==> config.mk <==
export PLATFORM = sky130hd
export DESIGN_NAME = wdg_top
export DESIGN_NICKNAME = d
export VERILOG_FILES = /design/src/hdl/wdg_pkg.sv /design/src/hdl/wdg_top.sv /design/src/hdl/wdg_presc.sv /design/src/verification/tb.sv
export SDC_FILE = /design/constraint.sdc
export NUM_CORES = 1
export LEC_CHECK = 0
export BUFFER_PORTS_ARGS = -buffer_cell sky130_fd_sc_hd__buf_2
export CORE_UTILIZATION = 55
export CTS_CLUSTER_SIZE = 14
export DETAILED_ROUTE_END_ITERATION = 7
export PLACE_DENSITY = 0.8
export SLEW_MARGIN = 20
export SYNTH_ARGS = -nofsm -noshare
export SYNTH_HDL_FRONTEND = slang
export SYNTH_SLANG_ARGS = --single-unit
==> constraint.sdc <==
create_clock -name pclk -period 2.7 [get_ports pclk]
set_input_delay 0.54 -clock pclk [delete_from_list [all_inputs] [get_ports pclk]]
set_output_delay 0.54 -clock pclk [all_outputs]
set_load 0.02 [all_outputs]
==> src/hdl/wdg_pkg.sv <==
// Purpose: constants, tables and types shared by the watchdog and its prescaler
// Assumes: oscillator clock and bus clock are the same 50 MHz pclk
// Notes:   offsets are byte addresses on a 32-bit APB bus
package wdg_pkg;

  // ----------------------------------------------------------------------
  // timing
  // ----------------------------------------------------------------------
  localparam int CLK_PERIOD_NS = 20;
  localparam int RST_PULSE_NS  = 500;
  localparam int RST_PULSE_CYC = (RST_PULSE_NS + CLK_PERIOD_NS - 1) / CLK_PERIOD_NS;
  localparam int PRESC_PERIOD  = 16384;
  localparam int WAKE_SHORT    = 256;
  localparam int WAKE_LONG     = 4096;
  localparam int TB_MSB [4]    = '{4, 8, 20, 49};
  localparam int TB_LSB [4]    = '{59, 53, 35, 54};

  // ----------------------------------------------------------------------
  // register map
  // ----------------------------------------------------------------------
  localparam logic [11:0] ADDR_CTRL    = 12'h000;
  localparam logic [11:0] ADDR_ENV     = 12'h004;
  localparam logic [11:0] ADDR_STAT    = 12'h008;
  localparam logic [7:0]  CTRL_RESET   = 8'h7f;
  localparam int          CTRL_ACT_BIT = 7;
  localparam int          CTRL_TOP_BIT = 6;
  localparam logic [6:0]  ROLL_FROM    = 7'h40;
  localparam logic [3:0]  ENV_RESET    = 4'h0;
  localparam int          ENV_OIE_BIT  = 2;
  localparam int          ENV_LONG_BIT = 3;

  // ----------------------------------------------------------------------
  // types
  // ----------------------------------------------------------------------
  typedef enum logic [4:0] {
    MODE_RUN      = 5'b00001,
    MODE_HALT_ONE = 5'b00010,
    MODE_HALTED   = 5'b00100,
    MODE_ACT_HALT = 5'b01000,
    MODE_WAKE_DLY = 5'b10000
  } wdg_mode_e;

  // ----------------------------------------------------------------------
  // prescaler period tables
  // ----------------------------------------------------------------------
  function automatic logic [13:0] wdg_first_len(input logic [1:0] tb);
    return 14'((TB_LSB[tb] + 128) * 64);
  endfunction

  function automatic logic [13:0] wdg_long_len(input logic [1:0] tb);
    return 14'((TB_LSB[tb] + 192) * 64);
  endfunction

  function automatic logic [5:0] wdg_long_every(input logic [1:0] tb);
    return 6'(TB_MSB[tb] / 4);
  endfunction

endpackage

==> src/hdl/wdg_top.sv <==
// Purpose: free-running watchdog with APB control registers
// Assumes: option straps are steady at reset release; halt and wake inputs are pulses
// Notes:   system must feed wdg_rst_n back into presetn
//
// The implementer's own choices: register access over APB and the address map.
`timescale 1ns/100ps
module wdg_top
  import wdg_pkg::*;
(
  // clock and reset
  input  wire logic        pclk,
  input  wire logic        presetn,
  // apb slave
  input  wire logic        psel,
  input  wire logic        penable,
  input  wire logic        pwrite,
  input  wire logic [11:0] paddr,
  input  wire logic [31:0] pwdata,
  output logic             pready,
  output logic [31:0]      prdata,
  output logic             pslverr,
  // option straps
  input  wire logic        hw_watchdog_option,
  input  wire logic        halt_reset_option,
  // cpu power events
  input  wire logic        halt_exec,
  input  wire logic        ext_irq_wake,
  input  wire logic        timebase_irq_wake,
  // reset request
  output logic             wdg_rst_n
);

  localparam logic [12:0] WAKE_SHORT_CNT = 13'(WAKE_SHORT - 1);
  localparam logic [12:0] WAKE_LONG_CNT  = 13'(WAKE_LONG - 1);
  localparam logic [4:0]  RST_LEN        = 5'(RST_PULSE_CYC);

  typedef struct packed {
    logic        act;
    logic [6:0]  step_count;
    logic [1:0]  timebase_select;
    logic        timebase_irq_enable;
    logic        long_wake;
    logic        opt_taken;
    logic        opt_hw;
    logic        opt_halt_rst;
    wdg_mode_e   mode;
    logic [12:0] wake_cnt;
    logic [4:0]  rst_cnt;
    logic        rst_n;
    logic [31:0] rdata;
  } wdg_state_s;

  wdg_state_s s_q;
  wdg_state_s s_d;
  logic       tick;
  logic       run;
  logic       active;
  logic       acc;
  logic       setup;
  logic       wr;
  logic       mapped;
  logic       fire;

  // ----------------------------------------------------------------------
  // prescaler
  // ----------------------------------------------------------------------
  assign run = (s_q.mode == MODE_RUN) || (s_q.mode == MODE_HALT_ONE);

  wdg_presc u_presc (
    .pclk    (pclk),
    .presetn (presetn),
    .run     (run),
    .tb_sel  (s_q.timebase_select),
    .tick    (tick)
  );

  // ----------------------------------------------------------------------
  // apb decode
  // ----------------------------------------------------------------------
  assign mapped  = (paddr == ADDR_CTRL) || (paddr == ADDR_ENV) || (paddr == ADDR_STAT);
  assign setup   = psel && !penable;
  assign acc     = psel && penable;
  assign wr      = acc && pwrite && mapped;
  assign pready  = 1'b1;
  assign pslverr = acc && !mapped;
  assign prdata  = s_q.rdata;

  assign active = s_q.opt_hw || s_q.act;

  // ----------------------------------------------------------------------
  // next state
  // ----------------------------------------------------------------------
  always_comb begin
    s_d  = s_q;
    fire = 1'b0;

    // straps are caught once after release
    if (!s_q.opt_taken) begin
      s_d.opt_taken    = 1'b1;
      s_d.opt_hw       = hw_watchdog_option;
      s_d.opt_halt_rst = halt_reset_option;
    end

    // count steps and rollover
    if (tick && run) begin
      s_d.step_count = s_q.step_count - 7'h01;
      if (s_q.step_count == ROLL_FROM && active) begin
        fire = 1'b1;
      end
      if (s_q.mode == MODE_HALT_ONE) begin
        s_d.mode = MODE_HALTED;
      end
    end

    // register writes
    if (wr && paddr == ADDR_CTRL) begin
      s_d.step_count = pwdata[6:0];
      if (pwdata[CTRL_ACT_BIT]) begin
        s_d.act = 1'b1;
      end
      if ((pwdata[CTRL_ACT_BIT] || s_q.opt_hw) && !pwdata[CTRL_TOP_BIT]) begin
        fire = 1'b1;
      end
    end
    if (wr && paddr == ADDR_ENV) begin
      s_d.timebase_select     = pwdata[1:0];
      s_d.timebase_irq_enable = pwdata[ENV_OIE_BIT];
      s_d.long_wake           = pwdata[ENV_LONG_BIT];
    end

    // halt and wake handling
    unique case (s_q.mode)
      MODE_RUN: begin
        if (halt_exec) begin
          if (s_q.timebase_irq_enable) begin
            s_d.mode = MODE_ACT_HALT;
          end else if (s_q.opt_halt_rst && active) begin
            fire = 1'b1;
          end else begin
            s_d.mode = MODE_HALT_ONE;
          end
        end
      end
      MODE_HALT_ONE, MODE_HALTED: begin
        if (ext_irq_wake) begin
          s_d.mode     = MODE_WAKE_DLY;
          s_d.wake_cnt = s_q.long_wake ? WAKE_LONG_CNT : WAKE_SHORT_CNT;
        end
      end
      MODE_ACT_HALT: begin
        if (ext_irq_wake || timebase_irq_wake) begin
          s_d.mode = MODE_RUN;
        end
      end
      MODE_WAKE_DLY: begin
        if (s_q.wake_cnt == 13'h0000) begin
          s_d.mode = MODE_RUN;
        end else begin
          s_d.wake_cnt = s_q.wake_cnt - 13'h0001;
        end
      end
      default: begin
        s_d.mode = MODE_RUN;
      end
    endcase

    // reset pulse
    if (fire && s_q.rst_n) begin
      s_d.rst_n   = 1'b0;
      s_d.rst_cnt = RST_LEN - 5'h01;
    end else if (!s_q.rst_n) begin
      if (s_q.rst_cnt == 5'h00) begin
        s_d.rst_n = 1'b1;
      end else begin
        s_d.rst_cnt = s_q.rst_cnt - 5'h01;
      end
    end

    // read data captured in the setup phase
    if (setup && !pwrite) begin
      unique case (paddr)
        ADDR_CTRL: s_d.rdata = {24'h000000, s_q.act, s_q.step_count};
        ADDR_ENV:  s_d.rdata = {28'h0000000, s_q.long_wake,
                                s_q.timebase_irq_enable, s_q.timebase_select};
        ADDR_STAT: s_d.rdata = {23'h000000, s_q.mode, ~s_q.rst_n,
                                active, s_q.opt_halt_rst, s_q.opt_hw};
        default:   s_d.rdata = 32'h00000000;
      endcase
    end
  end

  // ----------------------------------------------------------------------
  // state register
  // ----------------------------------------------------------------------
  always_ff @(posedge pclk or negedge presetn) begin
    if (!presetn) begin
      s_q <= '{act:                 1'b0,
               step_count:          CTRL_RESET[6:0],
               timebase_select:     ENV_RESET[1:0],
               timebase_irq_enable: ENV_RESET[ENV_OIE_BIT],
               long_wake:           ENV_RESET[ENV_LONG_BIT],
               opt_taken:           1'b0,
               opt_hw:              1'b0,
               opt_halt_rst:        1'b0,
               mode:                MODE_WAKE_DLY,
               wake_cnt:            WAKE_SHORT_CNT,
               rst_cnt:             5'h00,
               rst_n:               1'b1,
               rdata:               32'h00000000};
    end else begin
      s_q <= s_d;
    end
  end

  assign wdg_rst_n = s_q.rst_n;

endmodule

==> src/hdl/wdg_presc.sv <==
// Purpose: free-running prescaler giving one step pulse per period
// Assumes: run low freezes the phase
// Notes:   some periods are shortened according to the timebase select
`timescale 1ns/100ps
module wdg_presc
  import wdg_pkg::*;
(
  // clock and reset
  input  wire logic       pclk,
  input  wire logic       presetn,
  // control
  input  wire logic       run,
  input  wire logic [1:0] tb_sel,
  // step pulse
  output logic            tick
);

  typedef struct packed {
    logic [13:0] cnt;
    logic [5:0]  k;
    logic        tick;
  } wdg_presc_s;

  localparam logic [13:0] FIRST_CNT = wdg_first_len(2'b00) - 14'h0001;
  localparam logic [13:0] NORM_CNT  = 14'(PRESC_PERIOD - 1);

  wdg_presc_s s_q;
  wdg_presc_s s_d;

  // ----------------------------------------------------------------------
  // period counting
  // ----------------------------------------------------------------------
  always_comb begin
    s_d      = s_q;
    s_d.tick = 1'b0;
    if (run) begin
      if (s_q.cnt == 14'h0000) begin
        s_d.tick = 1'b1;
        if (s_q.k + 6'h01 >= wdg_long_every(tb_sel)) begin
          s_d.k   = 6'h00;
          s_d.cnt = wdg_long_len(tb_sel) - 14'h0001;
        end else begin
          s_d.k   = s_q.k + 6'h01;
          s_d.cnt = NORM_CNT;
        end
      end else begin
        s_d.cnt = s_q.cnt - 14'h0001;
      end
    end
  end

  always_ff @(posedge pclk or negedge presetn) begin
    if (!presetn) begin
      s_q <= '{cnt: FIRST_CNT, k: 6'h00, tick: 1'b0};
    end else begin
      s_q <= s_d;
    end
  end

  assign tick = s_q.tick;

endmodule

==> src/verification/tb.sv <==
// Purpose: self-checking bench for wdg_top
// Assumes: bench drives apb, straps and cpu events
// Notes:   fixed seed; bench resets the block after each pulse
`timescale 1ns/100ps
module tb
  import wdg_pkg::*;
();
  logic        pclk, presetn, psel, penable, pwrite, pready, pslverr, wdg_rst_n, err;
  logic        hw_opt, hr_opt, halt_exec, ext_wake, tb_wake;
  logic [11:0] paddr;
  logic [31:0] pwdata, prdata, rd, a;
  int          n_errors, tests_run, seed, lat, len, n_low;
  wdg_top dut_u (.pclk(pclk), .presetn(presetn), .psel(psel), .penable(penable),
    .pwrite(pwrite), .paddr(paddr), .pwdata(pwdata), .pready(pready), .prdata(prdata),
    .pslverr(pslverr), .hw_watchdog_option(hw_opt), .halt_reset_option(hr_opt),
    .halt_exec(halt_exec), .ext_irq_wake(ext_wake), .timebase_irq_wake(tb_wake),
    .wdg_rst_n(wdg_rst_n));
  always #10 pclk = ~pclk;
  always @(posedge pclk) if (wdg_rst_n !== 1'b1) n_low++;
  task automatic chk(input string nm, input logic [31:0] seen, input logic [31:0] exp);
    tests_run++;
    if (seen !== exp) begin
      n_errors++;
      $display("CHECK FAILED %s expected %h seen %h", nm, exp, seen);
    end
  endtask
  task automatic apb(input logic w, input logic [11:0] ad, input logic [31:0] d);
    int n;
    @(posedge pclk);
    psel <= 1'b1;
    pwrite <= w;
    paddr <= ad;
    pwdata <= d;
    @(posedge pclk);
    penable <= 1'b1;
    n = 0;
    do begin
      @(posedge pclk);
      n++;
    end while (pready !== 1'b1);
    rd = prdata;
    err = pslverr;
    psel <= 1'b0;
    penable <= 1'b0;
    chk("apb_wait", n, 32'h1);
  endtask
  task automatic do_reset(input logic hw, input logic hr);
    presetn <= 1'b0;
    hw_opt <= hw;
    hr_opt <= hr;
    repeat (2) @(posedge pclk);
    presetn <= 1'b1;
    apb(1'b0, ADDR_STAT, 32'h0);
    chk("mode_after_rst", {27'h0, rd[8:4]}, {27'h0, MODE_WAKE_DLY});
    repeat (300) @(posedge pclk);
    apb(1'b0, ADDR_STAT, 32'h0);
    chk("mode_resumed", {27'h0, rd[8:4]}, {27'h0, MODE_RUN});
  endtask
  task automatic evt(input int k);
    @(posedge pclk);
    halt_exec <= (k == 0);
    ext_wake <= (k == 1);
    tb_wake <= (k == 2);
    @(posedge pclk);
    {halt_exec, ext_wake, tb_wake} <= 3'b000;
  endtask
  task automatic pulse(input int lim);
    lat = 0;
    while (wdg_rst_n === 1'b1 && lat < lim) begin
      @(posedge pclk);
      lat++;
    end
    len = 0;
    while (wdg_rst_n === 1'b0 && len < 100) begin
      @(posedge pclk);
      len++;
    end
    chk("pulse_len", len, RST_PULSE_CYC);
  endtask
  task automatic end_of_test();
    $display("errors %0d checks %0d", n_errors, tests_run);
    if (n_errors == 0 && tests_run > 0) begin
      $display("ALL TESTS PASSED");
    end else begin
      $display("TESTS FAILED");
    end
    $finish;
  endtask
  initial begin
    #2000000;
    n_errors++;
    end_of_test();
  end
  initial begin
    logic [31:0] d;
    pclk = 1'b0;
    seed = 46050;
    n_errors = 0;
    tests_run = 0;
    n_low = 0;
    {psel, penable, pwrite, halt_exec, ext_wake, tb_wake} = 6'h00;
    {paddr, pwdata} = 44'h0;
    do_reset(1'b0, 1'b0);
    apb(1'b0, ADDR_CTRL, 32'h0);
    chk("ctrl_rst", rd, {24'h0, CTRL_RESET});
    apb(1'b0, ADDR_ENV, 32'h0);
    chk("env_rst", rd, {28'h0, ENV_RESET});
    apb(1'b0, 12'h00c, 32'h0);
    chk("unmapped_err", {31'h0, err}, 32'h1);
    for (int i = 0; i < 4; i++) begin
      d = $random(seed);
      apb(1'b1, ADDR_CTRL, {d[31:8], 2'b11, d[5:0]});
      apb(1'b1, ADDR_CTRL, {d[31:8], 2'b01, d[5:0]});
      apb(1'b0, ADDR_CTRL, 32'h0);
      chk("ctrl_sticky", rd, {24'h0, 2'b11, d[5:0]});
    end
    d = $random(seed);
    apb(1'b1, ADDR_CTRL, {d[31:8], 2'b10, d[5:0]});
    pulse(4);
    chk("soft_lat", {31'h0, lat inside {1, 2}}, 32'h1);
    do_reset(1'b0, 1'b0);
    apb(1'b0, ADDR_CTRL, 32'h0);
    chk("ctrl_after_rst", rd, {24'h0, CTRL_RESET});
    apb(1'b1, ADDR_CTRL, 32'h000000c1);
    apb(1'b0, ADDR_CTRL, 32'h0);
    chk("ctrl_load", rd, 32'h000000c1);
    pulse(2 * PRESC_PERIOD + 8);
    chk("roll_lat", {31'h0, lat > 10000 && lat <= 2 * PRESC_PERIOD + 4}, 32'h1);
    do_reset(1'b0, 1'b1);
    apb(1'b1, ADDR_CTRL, 32'h000000ff);
    evt(0);
    pulse(4);
    chk("halt_lat", {31'h0, lat inside {1, 2}}, 32'h1);
    do_reset(1'b1, 1'b0);
    apb(1'b0, ADDR_STAT, 32'h0);
    chk("stat_hw", {31'h0, rd[0]}, 32'h1);
    apb(1'b1, ADDR_CTRL, 32'h0000003f);
    pulse(4);
    chk("hw_lat", {31'h0, lat inside {1, 2}}, 32'h1);
    do_reset(1'b0, 1'b0);
    n_low = 0;
    d = $random(seed);
    apb(1'b1, ADDR_ENV, {28'h0, 2'b10, d[1:0]});
    apb(1'b0, ADDR_ENV, 32'h0);
    chk("env_load", rd, {28'h0, 2'b10, d[1:0]});
    apb(1'b1, ADDR_CTRL, 32'h000000ff);
    evt(0);
    apb(1'b0, ADDR_STAT, 32'h0);
    chk("halt_one", {27'h0, rd[8:4]}, {27'h0, MODE_HALT_ONE});
    repeat (12500) @(posedge pclk);
    apb(1'b0, ADDR_CTRL, 32'h0);
    chk("halt_step", rd, 32'h000000fe);
    apb(1'b0, ADDR_STAT, 32'h0);
    chk("halted", {27'h0, rd[8:4]}, {27'h0, MODE_HALTED});
    evt(1);
    apb(1'b0, ADDR_STAT, 32'h0);
    chk("wake_dly", {27'h0, rd[8:4]}, {27'h0, MODE_WAKE_DLY});
    repeat (4200) @(posedge pclk);
    apb(1'b0, ADDR_STAT, 32'h0);
    chk("wake_run", {27'h0, rd[8:4]}, {27'h0, MODE_RUN});
    chk("halt_no_rst", n_low, 32'h0);
    do_reset(1'b0, 1'b0);
    n_low = 0;
    apb(1'b1, ADDR_ENV, 32'h4);
    evt(0);
    apb(1'b0, ADDR_CTRL, 32'h0);
    a = rd;
    repeat (17000) @(posedge pclk);
    apb(1'b0, ADDR_CTRL, 32'h0);
    chk("ahalt_frozen", rd, a);
    evt(1 + ($unsigned($random(seed)) % 2));
    repeat (17000) @(posedge pclk);
    apb(1'b0, ADDR_CTRL, 32'h0);
    chk("resumed", {31'h0, rd[6:0] < a[6:0]}, 32'h1);
    chk("no_rst", n_low, 32'h0);
    end_of_test();
  end
endmodule

==> results of run 1 <==
-- worst max-delay path, stage by stage, from the launching register on --
cell,delay (ps)
dfrtp_1,440
ha_1,270
xor2_1,170
ha_1,280
o211ai_1,80
o21ai_0,160
nor4b_4,480
nor3_1,120
o41ai_1,270
-- Yosys cell counts, drive strengths merged (2+ instances only) --
library cell / number / area (sq um)
a221oi: 4 / 35.0
clkbuf: 4 / 15.0
and2: 5 / 31.3
or3b: 2 / 17.5
inv: 19 / 71.3
dfstp: 28 / 736
ha: 12 / 150
mux2: 8 / 90.1
a31o: 2 / 17.5
nand3: 15 / 87.6
or2: 3 / 18.8
nor4: 10 / 75.1
o211ai: 5 / 37.5
and3: 7 / 43.8
xnor2: 13 / 114
o31ai: 3 / 22.5
conb: 2 / 7.51
xor2: 9 / 97.6
o41ai: 2 / 17.5
or3: 9 / 61.3
a21oi: 14 / 70.1
nor2: 37 / 139
o21ai: 28 / 144
mux2i: 6 / 60.1
a21o: 3 / 22.5
nand3b: 3 / 22.5
nand4: 4 / 25.0
buf: 47 / 359
nand2: 53 / 199
or4: 2 / 15.0
a31oi: 9 / 56.3
a211oi: 6 / 55.1
nor3: 26 / 173
nor3b: 4 / 30.0
dfrtp: 41 / 1030
-- through the flow --
step           instances  hold slack [ps]
3_3_place_gp         581              447
2_1_floorplan        486              244
5_1_grt              597              253
4_1_cts              597              228
6_report             597              203
3_5_place_dp         581              457
-- flip-flops by register name (all words and copies together) (netlist names) --
name and flops:
u_presc.tick 1, s_q 38, wdg_rst_n 1, u_presc.s_q 20
prdata 9
-- power breakdown --
part | total (mW) | internal [mW] | switching [mW]
clock | 0.943 | 0.523 | 0.421
combinational | 0.979 | 0.442 | 0.537
sequential | 1.62 | 1.33 | 0.296
total | 3.55 | 2.29 | 1.25
-- final cells by class --
class	instances	area (sq um)	area share, %
tap	99	124	2.68
sequential	69	1760	38.1
clock inverter	7	97.6	2.11
multi-input combinational	346	2180	47.3
clock buffer	9	124	2.68
inverter	20	75.1	1.63
timing repair buffer	47	253	5.47
-- routing by layer --
layer  global-route usage (%)  share of wire, %  vias to the layer above
met2                     37.8                50                      100
met1                     28.1                45                     1653
met4                     6.45               1.1                        0
met3                     5.22               4.5                        9
li1                         -                 -                     1645
met5                        0                 0                        -
-- logic make-up (layout without fill, tap and decap cells) --
kind of cell / Yosys count / in the layout
AO/OA/AOI/OAI: 85 / 85
XOR/XNOR: 22 / 22
adder cells (fa/ha/maj): 12 / 12
buffers and inverters: 71 / 83
flip-flops: 69 / 69
multiplexers: 14 / 14
other: 2 / 25
AND/OR/NAND/NOR: 188 / 188
-- how the worst max path moves through the flow --
| stage | cells after the start | from | end |
|---|---|---|---|
| final | 8 | u_presc.s_q[1] | u_presc.s_q[15] |
| after global routing | 8 | u_presc.s_q[1] | u_presc.s_q[15] |
| after detailed placement | 8 | u_presc.s_q[1] | u_presc.s_q[15] |
| after global placement | 8 | u_presc.s_q[3] | u_presc.s_q[15] |
| after CTS | 8 | u_presc.s_q[1] | u_presc.s_q[15] |
| after floorplan | 8 | u_presc.s_q[1] | u_presc.s_q[15] |
==> flow_summary.ini, run 1 <==
[finish]
area.growth.synth_to_final_pct = 7.20
final_cell_mix = nand2_1 (53), dfrtp_1 (41), buf_2 (40)
layout_commonest_cell = nand2_1
n_antenna_cell = 0
fin_nets = 559
fin_util_pct = 62.4
fillers = 606
drive_above_1_share_pct = 24.3
fin_area_sq_um = 4620

[worst_setup_path]
ff2ff_path_depth = 8
worstPathArrival_ps = 2620
critPathKind = reg2reg
start_kind = flip-flop
crit_fanout = 8
reg2reg_to = u_presc.s_q[15]
r2r_start = u_presc.s_q[1]
r2r_setup_slack_ps = 320
cp-end-kind = flip-flop
crit_required_ps = 2940

[clock_network]
insertion_delay_ps = 350
postCtsSetupBuffers = 0
clk_pin_slew_worst_paths_ps = 80
cts_root_buf = clkbuf_8
ctsHoldBuffers = 0
tritoncts = done
ctsLongestPathBuffers = 2
clkSinkCount = 69
cts_resized = 0
numCtsBuffers = 9
h-tree-depth = 3

[drt]
drtPass1Iterations = 4
wire_per_inst_microns = 14.5
drc = 0
first_iter_violations = 223
via_per_inst = 5.71
detail-route-antenna-nets = 0
num_vias = 3407
wirelength_microns = 8670

[floorplan]
initial_core_util_pct = 58.2
num_rows = 31
dieArea_sq_um = 8190
fp.coreArea_sq_um = 7410
ioPinCount = 89
die_h_microns = 90.5
die_x_microns = 90.5

[synth]
ys_types = 65
synthArstFlopShare_pct = 100
synth_xor_area_share_pct = 4.91
synthCells = 463
synth_edf_count = 0
yosys.area_share.simple_pct = 23.7
synth.mux.area_fraction_pct = 3.48
synth_compound_area_share_pct = 13.0
synth_adder_area_share_pct = 3.48
synth_top_family_by_area = simple AND/OR/NAND/NOR gates
ys_ff_latch = 69
synth_warnings = 0
syn-mean-instance-area_sq_um = 9.31
yosysSeqAreaShare_pct = 40.9
dominantRegCellSynth = dfrtp_1
syn_area_sq_um = 4310

[sta]
tns_ps = 0
finalSetupViolations = 0
maxSlewHeadroom_pct = 39.6
period_minus_slack_ps = 2380
slew_viol_final = 0
rsz0062_at_grt = false
setup_ws_ps = 320
fin_worst_skew_ps = 14.5
tightest_slew_ps = 905
min_period_over_period_pct = 88.2
final_hold_viol_count = 0
fmax_mhz = 420

[placed_design]
globalplace.congestion = 0.866
dpl_worst_slack_ps = 294
postPlaceCellArea_sq_um = 4400
numPortBuffers = 40
dp_hpwl_microns = 6360

[global_routing]
overflow = 0
grt_max_degree = 29
grt_pass1_wl_microns = 14800
grtUsageTotal_pct = 22.2
antenna_found_initial = 0
grt_pass1_vias = 3275

[power_and_ir_drop]
total_power_mw = 3.55
leakage_nw = 2.02
powerDensity_nw_per_um2 = 768
ir_worst_vdd_uv = 495

[run_status]
status = completed

[hold_path]
hold_class = in2async

[run]
max_cap_violations = 0
Note: power is estimated with default switching activity, not from simulation.
==> run 2: changes to the inputs <==
Settings changed: ABC_CLOCK_PERIOD_IN_PS set to 2840, CORE_UTILIZATION 55 to 56, PLACE_DENSITY 0.8 to 0.81.
Clock period 2.7 ns to 2.84 ns, I/O delays scaled along.
==> run 2 against run 1 <==
Effect of this change: combinational power shrank 4.5%; critical path type unchanged; via count shrank 0.44%; maximum frequency shrank 3.1%; highest routed layer unchanged; largest cell class unchanged; core utilization grew 0.83 points; routed wire length grew 0.52%; cell area grew 0.27%.
==> flow_summary.ini, run 2 (synthesized netlist as in run 1, its figures left out) <==
[run_status]
status = completed

[floorplan]
dieArea_sq_um = 8050
die_x_microns = 89.7
die_h_microns = 89.7
initial_core_util_pct = 58.8
fp.coreArea_sq_um = 7330
ioPinCount = 89
num_rows = 31

[sta]
final_hold_viol_count = 0
fmax_mhz = 407
maxSlewHeadroom_pct = 53.3
rsz0062_at_grt = false
whs_ps = 242
tightest_slew_ps = 700
slew_viol_final = 0
min_period_over_period_pct = 86.5
period_minus_slack_ps = 2460
finalSetupViolations = 0
fin_worst_skew_ps = 17.4
tns_ps = 0

[drt]
wire_per_inst_microns = 14.7
wirelength_microns = 8720
first_iter_violations = 154
num_vias = 3392
via_per_inst = 5.71
drtPass1Iterations = 4
detail-route-antenna-nets = 0
drc = 0

[global_routing]
grt_max_degree = 41
antenna_found_initial = 0
grtUsageTotal_pct = 23.4
grt_pass1_vias = 3300
grt_pass1_wl_microns = 15100
overflow = 0

[clock_network]
h-tree-depth = 3
clk_pin_slew_worst_paths_ps = 80
insertion_delay_ps = 360
ctsHoldBuffers = 0
postCtsSetupBuffers = 0
clkSinkCount = 69
cts_resized = 0
ctsLongestPathBuffers = 2
numCtsBuffers = 9
tritoncts = done
cts_root_buf = clkbuf_8

[finish]
layout_commonest_cell = nand2_1
regMostFlops = s_q
drive_above_1_share_pct = 23.8
area.growth.synth_to_final_pct = 7.49
largest_reg_flops = 38
final_cell_mix = nand2_1 (53), dfrtp_1 (41), buf_2 (40)
n_antenna_cell = 0
fillers = 593
fin_nets = 556
fin_util_pct = 63.2

[worst_setup_path]
crit_fanout = 8
cp-end-kind = flip-flop
crit_required_ps = 3090
critPathKind = reg2reg
start_kind = flip-flop
worstPathArrival_ps = 2700

[power_and_ir_drop]
ir_worst_vdd_uv = 295
powerDensity_nw_per_um2 = 742
leakage_nw = 2.03

[placed_design]
globalplace.congestion = 0.864
numPortBuffers = 40
dp_hpwl_microns = 6220

[run]
max_cap_violations = 0

[hold_path]
hold_class = in2async
-- run 2: changes by cell type in the layout (fill, tap and decap cells not counted), sizes merged --
cell and change:
clkbuf +4, buf -3, clkinvlp -2, clkinv -1
inv -1
-- run 2: routing by layer --
metal | global-route usage [%] | vias up | part of all wire, %
met4 | 13.1 | 0 | 3.1
met3 | 4.48 | 22 | 6.0
met1 | 30.2 | 1607 | 44
li1 | - | 1637 | -
met5 | 0 | - | 0
met2 | 37.1 | 126 | 47
-- run 2: area by class of cell --
class                   count  area (sq um)  share of cell area, %
clock buffers              13           179                   3.86
clock inverters             3          65.1                   1.40
inverters                  20          75.1                   1.62
multi-input cells         346          2180                   47.2
flip-flops and latches     69          1760                   38.0
well taps                  99           124                   2.67
repair buffers             44           243                   5.24
-- run 2: critical path, cell delays in order, from the launching register on --
cell	delay [ps]
dfrtp_1	430
nand3_1	160
xnor2_1	240
ha_1	290
a21oi_1	160
o21ai_0	150
nor4b_4	490
nor3_1	120
o41ai_1	280
-- run 2: stage by stage --
| step | cells | setup slack (ps) | cell area (sq um) | total power, mW |
|---|---|---|---|---|
| 6_report | 594 | 385 | 4630 | 3.44 |
| 5_1_grt | 594 | 186 | 4630 | 3.66 |
| 4_1_cts | 594 | 389 | 4630 | 3.46 |
| 3_5_place_dp | 578 | 416 | 4390 | 2.47 |
| 3_3_place_gp | 578 | 536 | 4390 | 2.42 |
| 2_1_floorplan | 486 | 739 | 4400 | 2.32 |
-- run 2: path summary, 6_finish.rpt --
check / from / to / slack (ps) / depth (start not counted)
max: u_presc.s_q[3] / u_presc.s_q[15] / 380 / 8
min: presetn / u_presc.s_q[5] / 240 / 1
max reg2reg: u_presc.s_q[3] / u_presc.s_q[15] / 380 / 8
min in group pclk: pwdata[5] / s_q[68] / 410 / 3
min reg2reg: u_presc.s_q[19] / u_presc.s_q[19] / 460 / 1
max in group asynchronous: presetn / wdg_rst_n / 1870 / 2
-- run 2: power by group --
part / internal, mW / leakage [nW] / total [mW] / switching [mW]
Sequential: 1.26 / 0.831 / 1.54 / 0.277
Combinational: 0.426 / 1.08 / 0.935 / 0.510
Clock: 0.589 / 0.126 / 0.964 / 0.375
Total: 2.28 / 2.03 / 3.44 / 1.16
==> run 3: changes to the inputs <==
Settings changed: ABC_CLOCK_PERIOD_IN_PS 2840 to 2450, CORE_UTILIZATION 56 to 55, PLACE_DENSITY 0.81 to 0.78, SLEW_MARGIN 20 to not set.
Clock period 2.84 ns to 2.45 ns, I/O delays scaled along.
==> run 3 against run 2 <==
Effect of this change: register-to-register slack worse by 250 ps; critical path depth up 1; clock power about the same; power up 11%; worst setup slack worse by 250 ps; cell area up 0.11%; sequential cell count unchanged; sequential share of layout area about the same; global-route usage down 0.17 points; critical path type unchanged; largest cell class unchanged.
==> flow_summary.ini, run 3 (synthesized netlist as in run 1, its figures left out) <==
[global_routing]
grtUsageTotal_pct = 23.3
grt_pass1_wl_microns = 15400
grt_pass1_vias = 3392
grt_max_degree = 70
met3_usage_pct = 5.05
top_usage_layer = met2
overflow = 0
grt_use_met2_pct = 38.3
antenna_found_initial = 0
grt.met1_usage_pct = 29.9

[placed_design]
dp_hpwl_microns = 6330
globalplace.congestion = 0.822
dpl_worst_slack_ps = 64.0
numPortBuffers = 40

[drt]
detail-route-antenna-nets = 0
first_iter_violations = 240
drc = 0
num_vias = 3389
drtPass1Iterations = 4
wirelength_microns = 8700
wire_per_inst_microns = 14.5
via_per_inst = 5.67

[worst_setup_path]
worstPathArrival_ps = 2540
r2r_setup_slack_ps = 130
cp-end-kind = flip-flop
crit_fanout = 7
start_kind = flip-flop
crit_required_ps = 2680
critPathKind = reg2reg

[power_and_ir_drop]
powerDensity_nw_per_um2 = 824
ir_worst_vdd_uv = 383
leakage_nw = 2.04

[floorplan]
ioPinCount = 89
initial_core_util_pct = 58.2
dieArea_sq_um = 8190
die_x_microns = 90.5
num_rows = 31
die_h_microns = 90.5
fp.coreArea_sq_um = 7410

[sta]
maxSlewHeadroom_pct = 64.9
min_period_over_period_pct = 94.6
period_minus_slack_ps = 2320
tightest_slew_ps = 526
slew_viol_final = 0
fin_worst_skew_ps = 9.21
final_hold_viol_count = 0
fmax_mhz = 432
setup_ws_ps = 133
finalSetupViolations = 0

[clock_network]
insertion_delay_ps = 330
ctsLongestPathBuffers = 2
ctsHoldBuffers = 0
tritoncts = done
clk_pin_slew_worst_paths_ps = 70
cts_root_buf = clkbuf_8
clkSinkCount = 69
numCtsBuffers = 9
h-tree-depth = 3

[finish]
fin_util_pct = 62.6
drive_above_1_share_pct = 24.4
fillers = 635
area.growth.synth_to_final_pct = 7.61
n_antenna_cell = 0
largest_reg_flops = 38
fin_nets = 560
layout_commonest_cell = nand2_1
regMostFlops = s_q
final_cell_mix = nand2_1 (53), dfrtp_1 (41), buf_2 (40)

[run]
max_cap_violations = 0

[hold_path]
hold_class = in2async

[run_status]
status = completed
run 3: layout make-up:
type / instances / area [sq um] / area share (%)
clock buffers: 13 / 169 / 3.64
clock inverters: 3 / 42.5 / 0.917
well taps: 99 / 124 / 2.67
flip-flops and latches: 69 / 1760 / 38.0
repair buffers: 48 / 273 / 5.88
multi-input cells: 346 / 2190 / 47.3
inverters: 20 / 75.1 / 1.62
run 3: timing repair:
item | 4_1_cts | 5_1_grt
setup endpoints to repair | 0 | 5
setup buffers | 0 | 2
gates resized for setup | 0 | 1
run 3: final timing paths:
kind | startpoint | end | cells after the start
hold reg to reg | prdata[0] | prdata[0] | 2
setup reg to reg | u_presc.s_q[3] | u_presc.s_q[15] | 9
min in group pclk | pwdata[5] | s_q[68] | 3
max in group asynchronous | presetn | s_q[69] | 2
setup / recovery | u_presc.s_q[3] | u_presc.s_q[15] | 9
hold / removal | presetn | u_presc.s_q[4] | 2
run 3: layer usage:
| layer | part of all wire (%) | vias to the layer above |
|---|---|---|
| met4 | 1.9 | 0 |
| li1 | - | 1647 |
| met5 | 0 | - |
| met1 | 45 | 1648 |
| met2 | 49 | 80 |
| met3 | 3.8 | 14 |
run 3: power by group:
| part | internal (mW) | switching [mW] | leakage (nW) | total [mW] |
|---|---|---|---|---|
| Sequential | 1.46 | 0.319 | 0.831 | 1.78 |
| Combinational | 0.488 | 0.587 | 1.11 | 1.07 |
| Clock | 0.553 | 0.411 | 0.106 | 0.964 |
| Total | 2.50 | 1.32 | 2.04 | 3.82 |
run 3: per-stage QoR:
step | std cells | setup TNS, ps | hold slack, ps | power [mW] | area [sq um]
detailed placement | 580 | 0 | 462 | 2.87 | 4400
CTS | 596 | 0 | 178 | 3.85 | 4610
finish | 598 | 0 | 157 | 3.82 | 4640
global placement | 580 | 0 | 450 | 2.81 | 4400
floorplan | 486 | 0 | 194 | 2.69 | 4400
global route | 598 | -26.1 | 190 | 4.09 | 4640
run 3: worst max-delay path, stage by stage, from the launching register on:
cell and delay (ps):
dfrtp_1 430, nand3_1 180, xnor2_2 190, ha_1 300
a21oi_1 140, o21ai_0 180, nor4b_4 300, buf_4 190
nor3_1 60, o41ai_1 230
